===== src/rtl/extdec_pkg.sv =====
package extdec_pkg;
    // Opcode upper bytes, the full call word and the second-word prefix nibble
    localparam logic [7:0] OP_PTR_ADD = 8'he8;
    localparam logic [7:0] OP_PTR_SUB = 8'he9;
    localparam logic [7:0] OP_PUSH_LIT = 8'hea;
    localparam logic [7:0] OP_STACK_MOVE = 8'heb;
    localparam logic [15:0] OP_CALL_WORK_REG = 16'h0014;
    localparam logic [3:0] OP_SECOND_WORD = 4'hf;
    // Field positions
    localparam int SEL_HI = 7;
    localparam int SEL_LO = 6;
    localparam int LIT6_HI = 5;
    localparam int VARIANT_BIT = 7;
    localparam logic [1:0] SEL_PTR_TWO = 2'h3;
    // Reset values
    localparam logic [11:0] PTR_RESET = 12'h000;
    localparam logic [7:0] LIT_WIDTH_ZERO = 8'h00;

    typedef enum logic [1:0]
    {
        EXTDEC_IDLE = 2'b00,
        EXTDEC_RETURN = 2'b01,
        EXTDEC_CALL = 2'b10,
        EXTDEC_MOVE2 = 2'b11
    } extdec_state_e;
endpackage


===== src/rtl/extdec_top.sv =====
`timescale 1ns/1ns
module extdec_top
(
    input wire logic CLK,
    input wire logic RSTN,
    input wire logic EXT_CONFIG_BIT,
    input wire logic INSTR_VALID,
    input wire logic [15:0] INSTR_WORD,
    input wire logic [7:0] WORK_REG_IN,
    output logic INSTR_READY,
    output logic EXT_ACTIVE,
    output logic INDEXED_MODE,
    output logic STD_PASS,
    output logic [11:0] PTR0,
    output logic [11:0] PTR1,
    output logic [11:0] PTR2,
    output logic MEM_WE,
    output logic [11:0] MEM_WADDR,
    output logic [7:0] MEM_WDATA,
    output logic MEM_RE,
    output logic [11:0] MEM_RADDR,
    output logic RETURN_REQ,
    output logic CALL_REQ,
    output logic [7:0] CALL_LOW,
    output logic FLAGS_WE
);
    // ==========================================================
    // Configuration capture
    // ==========================================================
    logic ext_en_q;
    logic [1:0] cfg_sync_q;
    // Config comes from fuses outside the clock, so synchronise it
    always_ff @(posedge CLK)
    begin
        if (!RSTN)
        begin
            cfg_sync_q <= 2'b00;
            ext_en_q <= 1'b0;
        end
        else
        begin
            cfg_sync_q <= {cfg_sync_q[0], EXT_CONFIG_BIT};
            ext_en_q <= cfg_sync_q[1];
        end
    end

    // Indexed literal offset mode rides on the same enable
    assign EXT_ACTIVE = ext_en_q;
    assign INDEXED_MODE = ext_en_q;
    assign FLAGS_WE = 1'b0;

    // ==========================================================
    // Decode
    // ==========================================================
    extdec_pkg::extdec_state_e state_q;
    extdec_pkg::extdec_state_e state_d;
    logic [7:0] hi;
    logic [1:0] sel;
    logic [11:0] lit6;
    logic take;
    logic is_add;
    logic is_sub;
    logic is_push;
    logic is_move;
    logic is_call;
    // Bookkeeping held between the two words of a stack move
    logic [11:0] move_src_q;
    logic move_var_q;

    // Field slices of the incoming word
    assign hi = INSTR_WORD[15:8];
    assign sel = INSTR_WORD[extdec_pkg::SEL_HI:extdec_pkg::SEL_LO];
    assign lit6 = {6'h00, INSTR_WORD[extdec_pkg::LIT6_HI:0]};

    // Ready stays high while a move waits for its second word
    assign INSTR_READY = (state_q == extdec_pkg::EXTDEC_IDLE) ||
                         (state_q == extdec_pkg::EXTDEC_MOVE2);
    assign take = INSTR_VALID && INSTR_READY && (state_q == extdec_pkg::EXTDEC_IDLE);
    // Only decoded while enabled; otherwise passed to the standard core
    assign is_add = ext_en_q && (hi == extdec_pkg::OP_PTR_ADD);
    assign is_sub = ext_en_q && (hi == extdec_pkg::OP_PTR_SUB);
    assign is_push = ext_en_q && (hi == extdec_pkg::OP_PUSH_LIT);
    assign is_move = ext_en_q && (hi == extdec_pkg::OP_STACK_MOVE);
    assign is_call = ext_en_q && (INSTR_WORD == extdec_pkg::OP_CALL_WORK_REG);
    assign STD_PASS = take && !(is_add || is_sub || is_push || is_move || is_call);

    // Sequencer
    // Returns and calls block one cycle so the fetch can flush
    always_comb
    begin
        state_d = state_q;
        case (state_q)
            extdec_pkg::EXTDEC_IDLE:
            begin
                if (take && (is_add || is_sub) && sel == extdec_pkg::SEL_PTR_TWO)
                    state_d = extdec_pkg::EXTDEC_RETURN;
                else if (take && is_call)
                    state_d = extdec_pkg::EXTDEC_CALL;
                else if (take && is_move)
                    state_d = extdec_pkg::EXTDEC_MOVE2;
            end
            extdec_pkg::EXTDEC_RETURN: state_d = extdec_pkg::EXTDEC_IDLE;
            extdec_pkg::EXTDEC_CALL: state_d = extdec_pkg::EXTDEC_IDLE;
            extdec_pkg::EXTDEC_MOVE2:
            begin
                // Waits for second word; a bad prefix aborts quietly
                if (INSTR_VALID)
                    state_d = extdec_pkg::EXTDEC_IDLE;
            end
            default: state_d = extdec_pkg::EXTDEC_IDLE;
        endcase
    end

    // State register
    always_ff @(posedge CLK)
    begin
        if (!RSTN)
            state_q <= extdec_pkg::EXTDEC_IDLE;
        else
            state_q <= state_d;
    end

    // ==========================================================
    // Pointer registers
    // ==========================================================
    // Pointer update: add/sub literal, push decrements pointer two
    always_ff @(posedge CLK)
    begin
        if (!RSTN)
        begin
            PTR0 <= extdec_pkg::PTR_RESET;
            PTR1 <= extdec_pkg::PTR_RESET;
            PTR2 <= extdec_pkg::PTR_RESET;
        end
        else if (take && is_add)
        begin
            // Select 11 falls to the default arm: pointer two
            case (sel)
                2'h0: PTR0 <= PTR0 + lit6;
                2'h1: PTR1 <= PTR1 + lit6;
                default: PTR2 <= PTR2 + lit6;
            endcase
        end
        else if (take && is_sub)
        begin
            case (sel)
                2'h0: PTR0 <= PTR0 - lit6;
                2'h1: PTR1 <= PTR1 - lit6;
                default: PTR2 <= PTR2 - lit6;
            endcase
        end
        // Push stores at the old pointer, then steps it down
        else if (take && is_push)
            PTR2 <= PTR2 - 12'h001;
    end

    // ==========================================================
    // Memory and control requests
    // ==========================================================
    // Registered so data outputs never glitch
    always_ff @(posedge CLK)
    begin
        if (!RSTN)
        begin
            MEM_WE <= 1'b0;
            MEM_WADDR <= extdec_pkg::PTR_RESET;
            MEM_WDATA <= extdec_pkg::LIT_WIDTH_ZERO;
            MEM_RE <= 1'b0;
            MEM_RADDR <= extdec_pkg::PTR_RESET;
            RETURN_REQ <= 1'b0;
            CALL_REQ <= 1'b0;
            CALL_LOW <= extdec_pkg::LIT_WIDTH_ZERO;
            move_src_q <= extdec_pkg::PTR_RESET;
            move_var_q <= 1'b0;
        end
        else
        begin
            MEM_WE <= 1'b0;
            MEM_RE <= 1'b0;
            RETURN_REQ <= (state_q == extdec_pkg::EXTDEC_RETURN);
            CALL_REQ <= (state_q == extdec_pkg::EXTDEC_CALL);
            if (take && is_call)
                CALL_LOW <= WORK_REG_IN;
            if (take && is_push)
            begin
                MEM_WE <= 1'b1;
                MEM_WADDR <= PTR2;
                MEM_WDATA <= INSTR_WORD[7:0];
            end
            if (take && is_move)
            begin
                move_src_q <= PTR2 + {5'h00, INSTR_WORD[6:0]};
                move_var_q <= INSTR_WORD[extdec_pkg::VARIANT_BIT];
                MEM_RE <= 1'b1;
                MEM_RADDR <= PTR2 + {5'h00, INSTR_WORD[6:0]};
            end
            if (state_q == extdec_pkg::EXTDEC_MOVE2 && INSTR_VALID &&
                INSTR_WORD[15:12] == extdec_pkg::OP_SECOND_WORD)
            begin
                MEM_WE <= 1'b1;
                // Variant 1 is pointer-relative, variant 0 an absolute address
                MEM_WADDR <= move_var_q ? (PTR2 + {5'h00, INSTR_WORD[6:0]})
                                        : INSTR_WORD[11:0];
                // Moved byte travels outside this block; zero stands in
                MEM_WDATA <= extdec_pkg::LIT_WIDTH_ZERO;
                MEM_RADDR <= move_src_q;
            end
        end
    end
endmodule


===== config.mk =====
export PLATFORM = sky130hd
export DESIGN_NAME = extdec_top
export DESIGN_NICKNAME = d
export VERILOG_FILES = /design/src/rtl/extdec_pkg.sv /design/src/rtl/extdec_top.sv
export SDC_FILE = /design/constraint.sdc
export NUM_CORES = 1
export LEC_CHECK = 0
export BUFFER_PORTS_ARGS = -buffer_cell sky130_fd_sc_hd__buf_2
export CAP_MARGIN = 20
export CORE_MARGIN = 1
export CORE_UTILIZATION = 55
export DETAILED_ROUTE_END_ITERATION = 10
export PLACE_DENSITY = 0.86
export SETUP_SLACK_MARGIN = 0.2
export SLEW_MARGIN = 10
export SYNTH_ARGS = -nofsm -noshare
export SYNTH_HDL_FRONTEND = slang
export SYNTH_SLANG_ARGS = --single-unit

===== constraint.sdc =====
create_clock -name CLK -period 5.21 [get_ports CLK]
set_clock_uncertainty 0.05 [all_clocks]
set_input_delay 0.2605 -clock CLK [delete_from_list [all_inputs] [get_ports CLK]]
set_output_delay 0.2605 -clock CLK [all_outputs]
set_load 0.03 [all_outputs]

==> results of run 1 <==
## layout make-up
cell class,count,share of cell area [%]
flip-flops and latches,98,28.36
clock inverters,5,0.9045
repair buffers,114,8.412
well taps,140,2.533
clock buffers,10,1.990
inverters,25,1.357
multi-input cells,587,56.44
## sequential cells by signal, indices dropped and copies added (netlist names)
| register | cells |
|---|---|
| MEM_RADDR | 12 |
| MEM_WADDR | 12 |
| PTR0 | 12 |
| PTR1 | 12 |
| PTR2 | 12 |
| move_src_q | 12 |
| CALL_LOW | 8 |
| MEM_WDATA | 8 |
| cfg_sync_q | 2 |
| state_q | 2 |
| CALL_REQ | 1 |
| EXT_ACTIVE | 1 |
| MEM_RE | 1 |
| MEM_WE | 1 |
| RETURN_REQ | 1 |
| move_var_q | 1 |
## worst reg2reg max path: cells and delay by family (launching register included)
family / cells / cell delay [ns]
multiplexers: 3 / 0.92
AO/OA/AOI/OAI: 4 / 1.12
adder cells (fa/ha/maj): 2 / 0.51
flip-flops: 1 / 0.34
AND/OR/NAND/NOR: 4 / 1.26
buffers and inverters: 1 / 0.10
## kinds of logic (layout without fill, tap and decap cells)
kind of cell,Yosys count,count (layout),share of synthesized area (%)
buffers and inverters,70,154,4.443
AOI/OAI and AO/OA,203,203,22.34
and+or+nand+nor,285,285,23.22
muxes,20,20,3.302
adders and majority gates,50,50,10.68
other,1,1,0.06109
DFF,98,98,31.96
xor gates and xnor gates,28,28,3.995
## layout by cell type (no fill, tap or decap), drive strengths merged, types with 8 or more instances in the layout
cell type	Yosys	final
o21ai	39	39
mux2i	18	18
and3	12	12
a21o	16	16
nand4	13	13
ha	46	46
nand3b	10	10
a21oi	42	42
xnor2	20	20
buf	5	114
a31oi	9	9
nand3	32	32
and2	10	10
xor2	8	8
o211a	10	10
a211oi	13	13
dfxtp	98	98
nor2	35	35
a21boi	21	21
nor2b	14	14
nand2	120	120
clkbuf	40	10
inv	25	26
o31ai	10	10
## power by group through the flow
stage	combinational (uW)	sequential, uW	clock (uW)
4_1_cts	99.6	750	521
3_3_place_gp	97.2	767	0
3_5_place_dp	99.0	767	0
6_report	102	750	511
5_1_grt	110	750	553
2_1_floorplan	68.2	768	0
## worst min-delay path by stage
stage                         startpoint             to
after detailed placement   cfg_sync_q[1]     EXT_ACTIVE
after global routing      EXT_CONFIG_BIT  cfg_sync_q[0]
after global placement     cfg_sync_q[0]  cfg_sync_q[1]
after CTS                 EXT_CONFIG_BIT  cfg_sync_q[0]
final                     EXT_CONFIG_BIT  cfg_sync_q[0]
after floorplan           EXT_CONFIG_BIT  cfg_sync_q[0]
## through the flow
| stage | setup WS (ns) | instances | total power, uW | cell area, sq um |
|---|---|---|---|---|
| floorplan | 1.279 | 755 | 836.0 | 6138 |
| global placement | 1.120 | 963 | 864.5 | 6705 |
| detailed placement | 1.010 | 964 | 866.3 | 6716 |
| CTS | 0.9602 | 979 | 1370 | 6917 |
| global route | 0.4455 | 979 | 1413 | 6917 |
| finish | 0.8530 | 979 | 1363 | 6917 |
## per-layer routing
layer,track usage [%],vias up
li1,-,2888
met1,36.98,2754
met2,46.02,207
met3,4.964,36
met4,11.25,0
met5,0,-
==> reports/summary.txt, run 1 <==
WHS = 0.03805 ns
Pint = 1020 uW
multi-input logic area = 3904 sq um
Clock power frac = 37.5%
Max VDD drop = 0.0001635 V
max-cap violation count = 0
status = completed
synthesized flop and latch total = 98
setup violators final = 0
die span in y = 107.6 um
Max clock buf depth = 2
Ys Warns = 0
WL met2 = 7.394 mm
Vias per Instance = 6.011
CP cell instances = inv_1 > ha_1 > nand2_1 > nor3b_2 > nand2b_1 > nor2_1 > mux2_2 > ha_1 > a211oi_1 > o21ai_0 > o31a_1 > a221oi_1 > mux2i_1 > mux2i_1
Site Rows = 38
worst slew pin tran = 1.005 ns
Tmin final = 4.357 ns
total CTS buffers = 9
Fin Setup TNS = 0 ns
Cell Area, Synth = 6138 sq um
Syn Nets = 833
dominant synthesized flop cell = dfxtp_1
htree depth = 3
core area = 10,840 sq um
DRT iter0 DRCs = 389
via total after detailed routing = 5,885
# clock sinks = 98
global-route wire length before repair = 25.69 mm
ratio of final minimum period to clock period = 83.63%
wire per inst = 16.26 um
PortBufs = 111
CP arrival = 4.62 ns
Synth area leader = dfxtp_1
reg-to-reg endpoint = PTR1[11]
IO Pins = 113
Slowest Stage Delay on Critical Path = 0.50 ns
fin nets = 913
Critical Path Sink = PTR1[11]
Clk pin slew, worst setup/hold paths = 0.10 ns
hold depth = 2
Critical Path Stages = 14
Comb pwr share = 7.5%
Layout Utilization = 63.80%
Reg2Reg Setup Slack = 0.85 ns
hold_buf cts = 0
Max-slew headroom = 32.78%
critical path launch point type = flop
Crit. Startpoint = state_q[0]
WP data required = 5.48 ns
synth top area cells = dfxtp_1 (32%), ha_1 (9.4%), nand2_1 (7.3%)
met1 wire length = 7.123 mm
Fillers = 962
switching power = 343.8 uW
vias in the first global route = 5,292
initial antenna violation count = 0
Die Span X = 107.6 um
CP endpoint kind = flop
Max Slew Vio Count = 0
Yosys cell types = 60
starting density of the core = 56.63%
Die Footprint = 11,590 sq um
Post-CTS Setup Inserts = 0
register area = 1962 sq um
r2r worst-path depth = 14
RePlAce Congestion = 0.9347
clock root cell = clkbuf_8
DRC violation count after routing = 0
Cells after Synth = 755
Sw Share = 25.22%
drt pass-1 iters = 6
largest net degree at the start of global routing = 77
HP Class = primary input to flop
FMAX = 229.5 MHz
EDFF count, synth = 0
Critical R2R Launch = state_q[0]
area grow syn2layout = 12.68%
Buf/Inv on CP = 1
synth cell count leaders = nand2_1 (120), dfxtp_1 (98), ha_1 (46), a21oi_1 (42), clkbuf_1 (40)
Routed met3 length = 1.050 mm
Crit Path Max Fanout = 9
Overall Global Routing Usage = 28.26%
critical path's top delay family = simple AND/OR/NAND/NOR gates
layout cells sized above 1 = 16.81%
WS Path Type = flop to flop
DR top layer = met4
Final ANT Viol Nets = 0
post-synth top area share = 31.96%
final-report hold violation count = 0
CTS resizes = 0
CTS tree = yes
final WL = 15.92 mm
Seq pwr share = 55.0%
most common cell in the netlist = nand2_1
P_leak = 0.003065 uW
Slowest cell on crit path = nor2_1
Skew-Pair Late Insertion Delay = 0.38 ns
DP HPWL = 11.47 mm
Seq/Total Area, Yosys = 31.96%
async set-reset flop share out of synthesis = 0%
power density over the cells = 197.1 nW/um^2
grt ovf = 0
Antenna diodes = 0
mean area per synthesized cell = 8.130 sq um
RSZ-0062 raised after global routing = false
No activity file was read; power rests on OpenSTA's default activity.
==> inputs of run 2 (changes only) <==
--- a/config.mk
+++ b/config.mk
@@ -8,9 +8,9 @@
 export BUFFER_PORTS_ARGS = -buffer_cell sky130_fd_sc_hd__buf_2
 export CAP_MARGIN = 20
 export CORE_MARGIN = 1
-export CORE_UTILIZATION = 55
+export CORE_UTILIZATION = 51
 export DETAILED_ROUTE_END_ITERATION = 10
-export PLACE_DENSITY = 0.86
+export PLACE_DENSITY = 0.84
 export SETUP_SLACK_MARGIN = 0.2
 export SLEW_MARGIN = 10
 export SYNTH_ARGS = -nofsm -noshare
==> constraint.sdc (replaced) <==
create_clock -name CLK -period 3.6 [get_ports CLK]
set_clock_uncertainty 0.05 [all_clocks]
set_input_delay 0.18 -clock CLK [delete_from_list [all_inputs] [get_ports CLK]]
set_output_delay 0.18 -clock CLK [all_outputs]
set_load 0.03 [all_outputs]
==> run 2 against run 1 <==
Non-clock buffer count rose by 29. First-iteration DRC count rose by 14%. The run now ends with DRC left. Largest cell class unchanged. Combinational power rose by 71%. Largest power group unchanged.
==> reports/summary.txt, run 2 (synthesis gave the netlist of run 1 again) <==
Hold Path Sink = CALL_LOW[3]
DR top layer = met4
Max-slew headroom = 34.25% (+1.5 points)
ratio of final minimum period to clock period = 94.46% (+11 points)
drt pass-1 iters = 8 (+2)
IO Pins = 113 (unchanged)
PortBufs = 111 (unchanged)
Fin Setup TNS = 0 ns (unchanged)
min-delay src = WORK_REG_IN[3]
WS Path Type = flop to flop
area grow syn2layout = 22.44%
placed cells = 980 (+1.7%)
Tmin final = 3.401 ns (-0.9563 ns)
max-cap violation count = 0 (unchanged)
largest net degree at the start of global routing = 46 (-40%)
HP Class = primary input to flop
Die Footprint = 12,480 sq um (+7.7%)
Die Span X = 111.7 um (+3.8%)
status = complete, but fails checks
worst slew pin tran = 0.9826 ns (-0.02194 ns)
CP endpoint kind = flop
most frequent cells in the layout = nand2_1 (119), buf_2 (111), dfxtp_1 (95), a21oi_1 (37), ha_1 (37)
Max Slew Vio Count = 0 (unchanged)
r2r worst-path depth = 15 (+1)
CP arrival = 3.64 ns (-0.98 ns)
Layout Utilization = 64.99% (+1.2 points)
DP HPWL = 11.88 mm (+3.6%)
P_leak = 0.003315 uW (+8.2%)
Critical R2R Launch = state_q[0]
Max clock buf depth = 2 (unchanged)
Clk pin slew, worst setup/hold paths = 0.07 ns (-0.03 ns)
commonest non-fill, non-tap cell in the layout = nand2_1
setup violators final = 0 (unchanged)
fin nets = 942 (+3.2%)
RePlAce Congestion = 0.9136 (-2.3%)
critical path launch point type = flop
hold depth = 3 (+1)
grt ovf = 0 (unchanged)
DRC violation count after routing = 10 (+10)
core area = 11,560 sq um (+6.7%)
Antenna diodes = 0 (unchanged)
reg-to-reg endpoint = PTR2[11]
met1 wire length = 7.452 mm (+4.6%)
via total after detailed routing = 6,091 (+3.5%)
power density over the cells = 291.6 nW/um^2 (+48%)
final WL = 16.94 mm (+6.5%)
Overall Global Routing Usage = 26.79% (-1.5 points)
Vias per Instance = 6.019 (+0.13%)
layout cells sized above 1 = 25.09% (+8.3 points)
Reg2Reg Setup Slack = 0.20 ns (-0.65 ns)
initial antenna violation count = 0 (unchanged)
final-report hold violation count = 0 (unchanged)
starting density of the core = 53.08% (-3.5 points)
WL met2 = 8.031 mm (+8.6%)
FMAX = 294.1 MHz (+28%)
Max VDD drop = 0.0003484 V (+110%)
WP data required = 3.84 ns (-1.64 ns)
Skew-Pair Late Insertion Delay = 0.36 ns (-0.02 ns)
Site Rows = 39 (+2.6%)
fin cells = 1,012 (+3.4%)
# clock sinks = 98 (unchanged)
total CTS buffers = 9 (unchanged)
die span in y = 111.7 um (+3.8%)
clock root cell = clkbuf_16
Routed met3 length = 980 um (-6.7%)
vias in the first global route = 5,636 (+6.5%)
Final ANT Viol Nets = 0 (unchanged)
RSZ-0062 raised after global routing = true
htree depth = 3 (unchanged)
CTS tree = yes
Crit Path Max Fanout = 4 (-5)
violated checks = DRC
DRT iter0 DRCs = 444 (+14%)
global-route wire length before repair = 27.15 mm (+5.7%)
wire per inst = 16.74 um (+3.0%)
[run 2: cell count changes in the layout (fill, tap and decap cells not counted), moves of 7 or more]
cell       change
buf_4         +29
clkbuf_16      +9
clkbuf_8      -10
ha_1           -9
ha_4           +7
o21ai_0        -8
[run 2: layout make-up]
| class | instances | area, sq um |
|---|---|---|
| multi-input combinational | 587 | 4193 |
| inverter | 25 | 93.84 |
| sequential | 98 | 1968 |
| clock inverter | 7 | 58.81 |
| clock buffer | 9 | 225.2 |
| tap | 143 | 178.9 |
| timing repair buffer | 143 | 798.3 |
| fill | 985 | 4049 |
[run 2: worst max path at each step]
| stage | end | slack (ns) | cells after the start | from |
|---|---|---|---|---|
| 6_report | PTR2[11] | 0.20 | 15 | state_q[0] |
| 5_1_grt | PTR2[8] | 0.04 | 16 | state_q[0] |
| 4_1_cts | PTR2[8] | 0.21 | 16 | state_q[0] |
| 3_5_place_dp | PTR2[9] | 0.06 | 15 | state_q[0] |
| 3_3_place_gp | PTR2[9] | 0.14 | 14 | state_q[1] |
| 2_1_floorplan | PTR1[11] | 0.19 | 13 | EXT_ACTIVE |
[run 2: layer usage]
layer  track usage, %  vias to the layer above
li1                 -                     2945
met1            32.67                     2876
met2            46.00                      231
met3            5.607                       39
met4            10.54                        0
met5                0                        -
[run 2: worst max-delay path, stage by stage (launching register included)]
cell       delay [ns]
dfxtp_2          0.34
inv_2            0.09
ha_4             0.17
nand2_4          0.06
or3b_4           0.41
nor2_4           0.13
nand3_1          0.15
ha_4             0.28
mux2_2           0.28
ha_1             0.31
a211oi_2         0.26
o21ai_2          0.13
nand3_1          0.10
o2bb2ai_1        0.13
mux2i_1          0.24
mux2i_1          0.20
[run 2: repair_timing]
item / in CTS / in global routing
gates resized for setup: 8 / 37
endpoints found under the hold margin: 1 / 0
endpoints found under the setup margin: 7 / 15
hold buffers: 1 / 0
setup buffers: 5 / 10
pin swaps: 9 / 26
[run 2: through the flow]
stage | setup WS [ns] | cell area, sq um | total power (uW) | hold slack, ns
after detailed placement | 0.05878 | 6892 | 1259 | 0.3484
final | 0.1994 | 7516 | 2192 | 0.03138
after floorplan | 0.1928 | 6223 | 1212 | 0.2573
after global placement | 0.1352 | 6892 | 1256 | 0.3481
after global routing | 0.03800 | 7516 | 2261 | 0.04058
after CTS | 0.2066 | 7256 | 2187 | 0.02222
[run 2: where the power goes]
part,switching (uW),internal (uW)
clock,454,479
sequential,0.512,1080
combinational,107,66.3
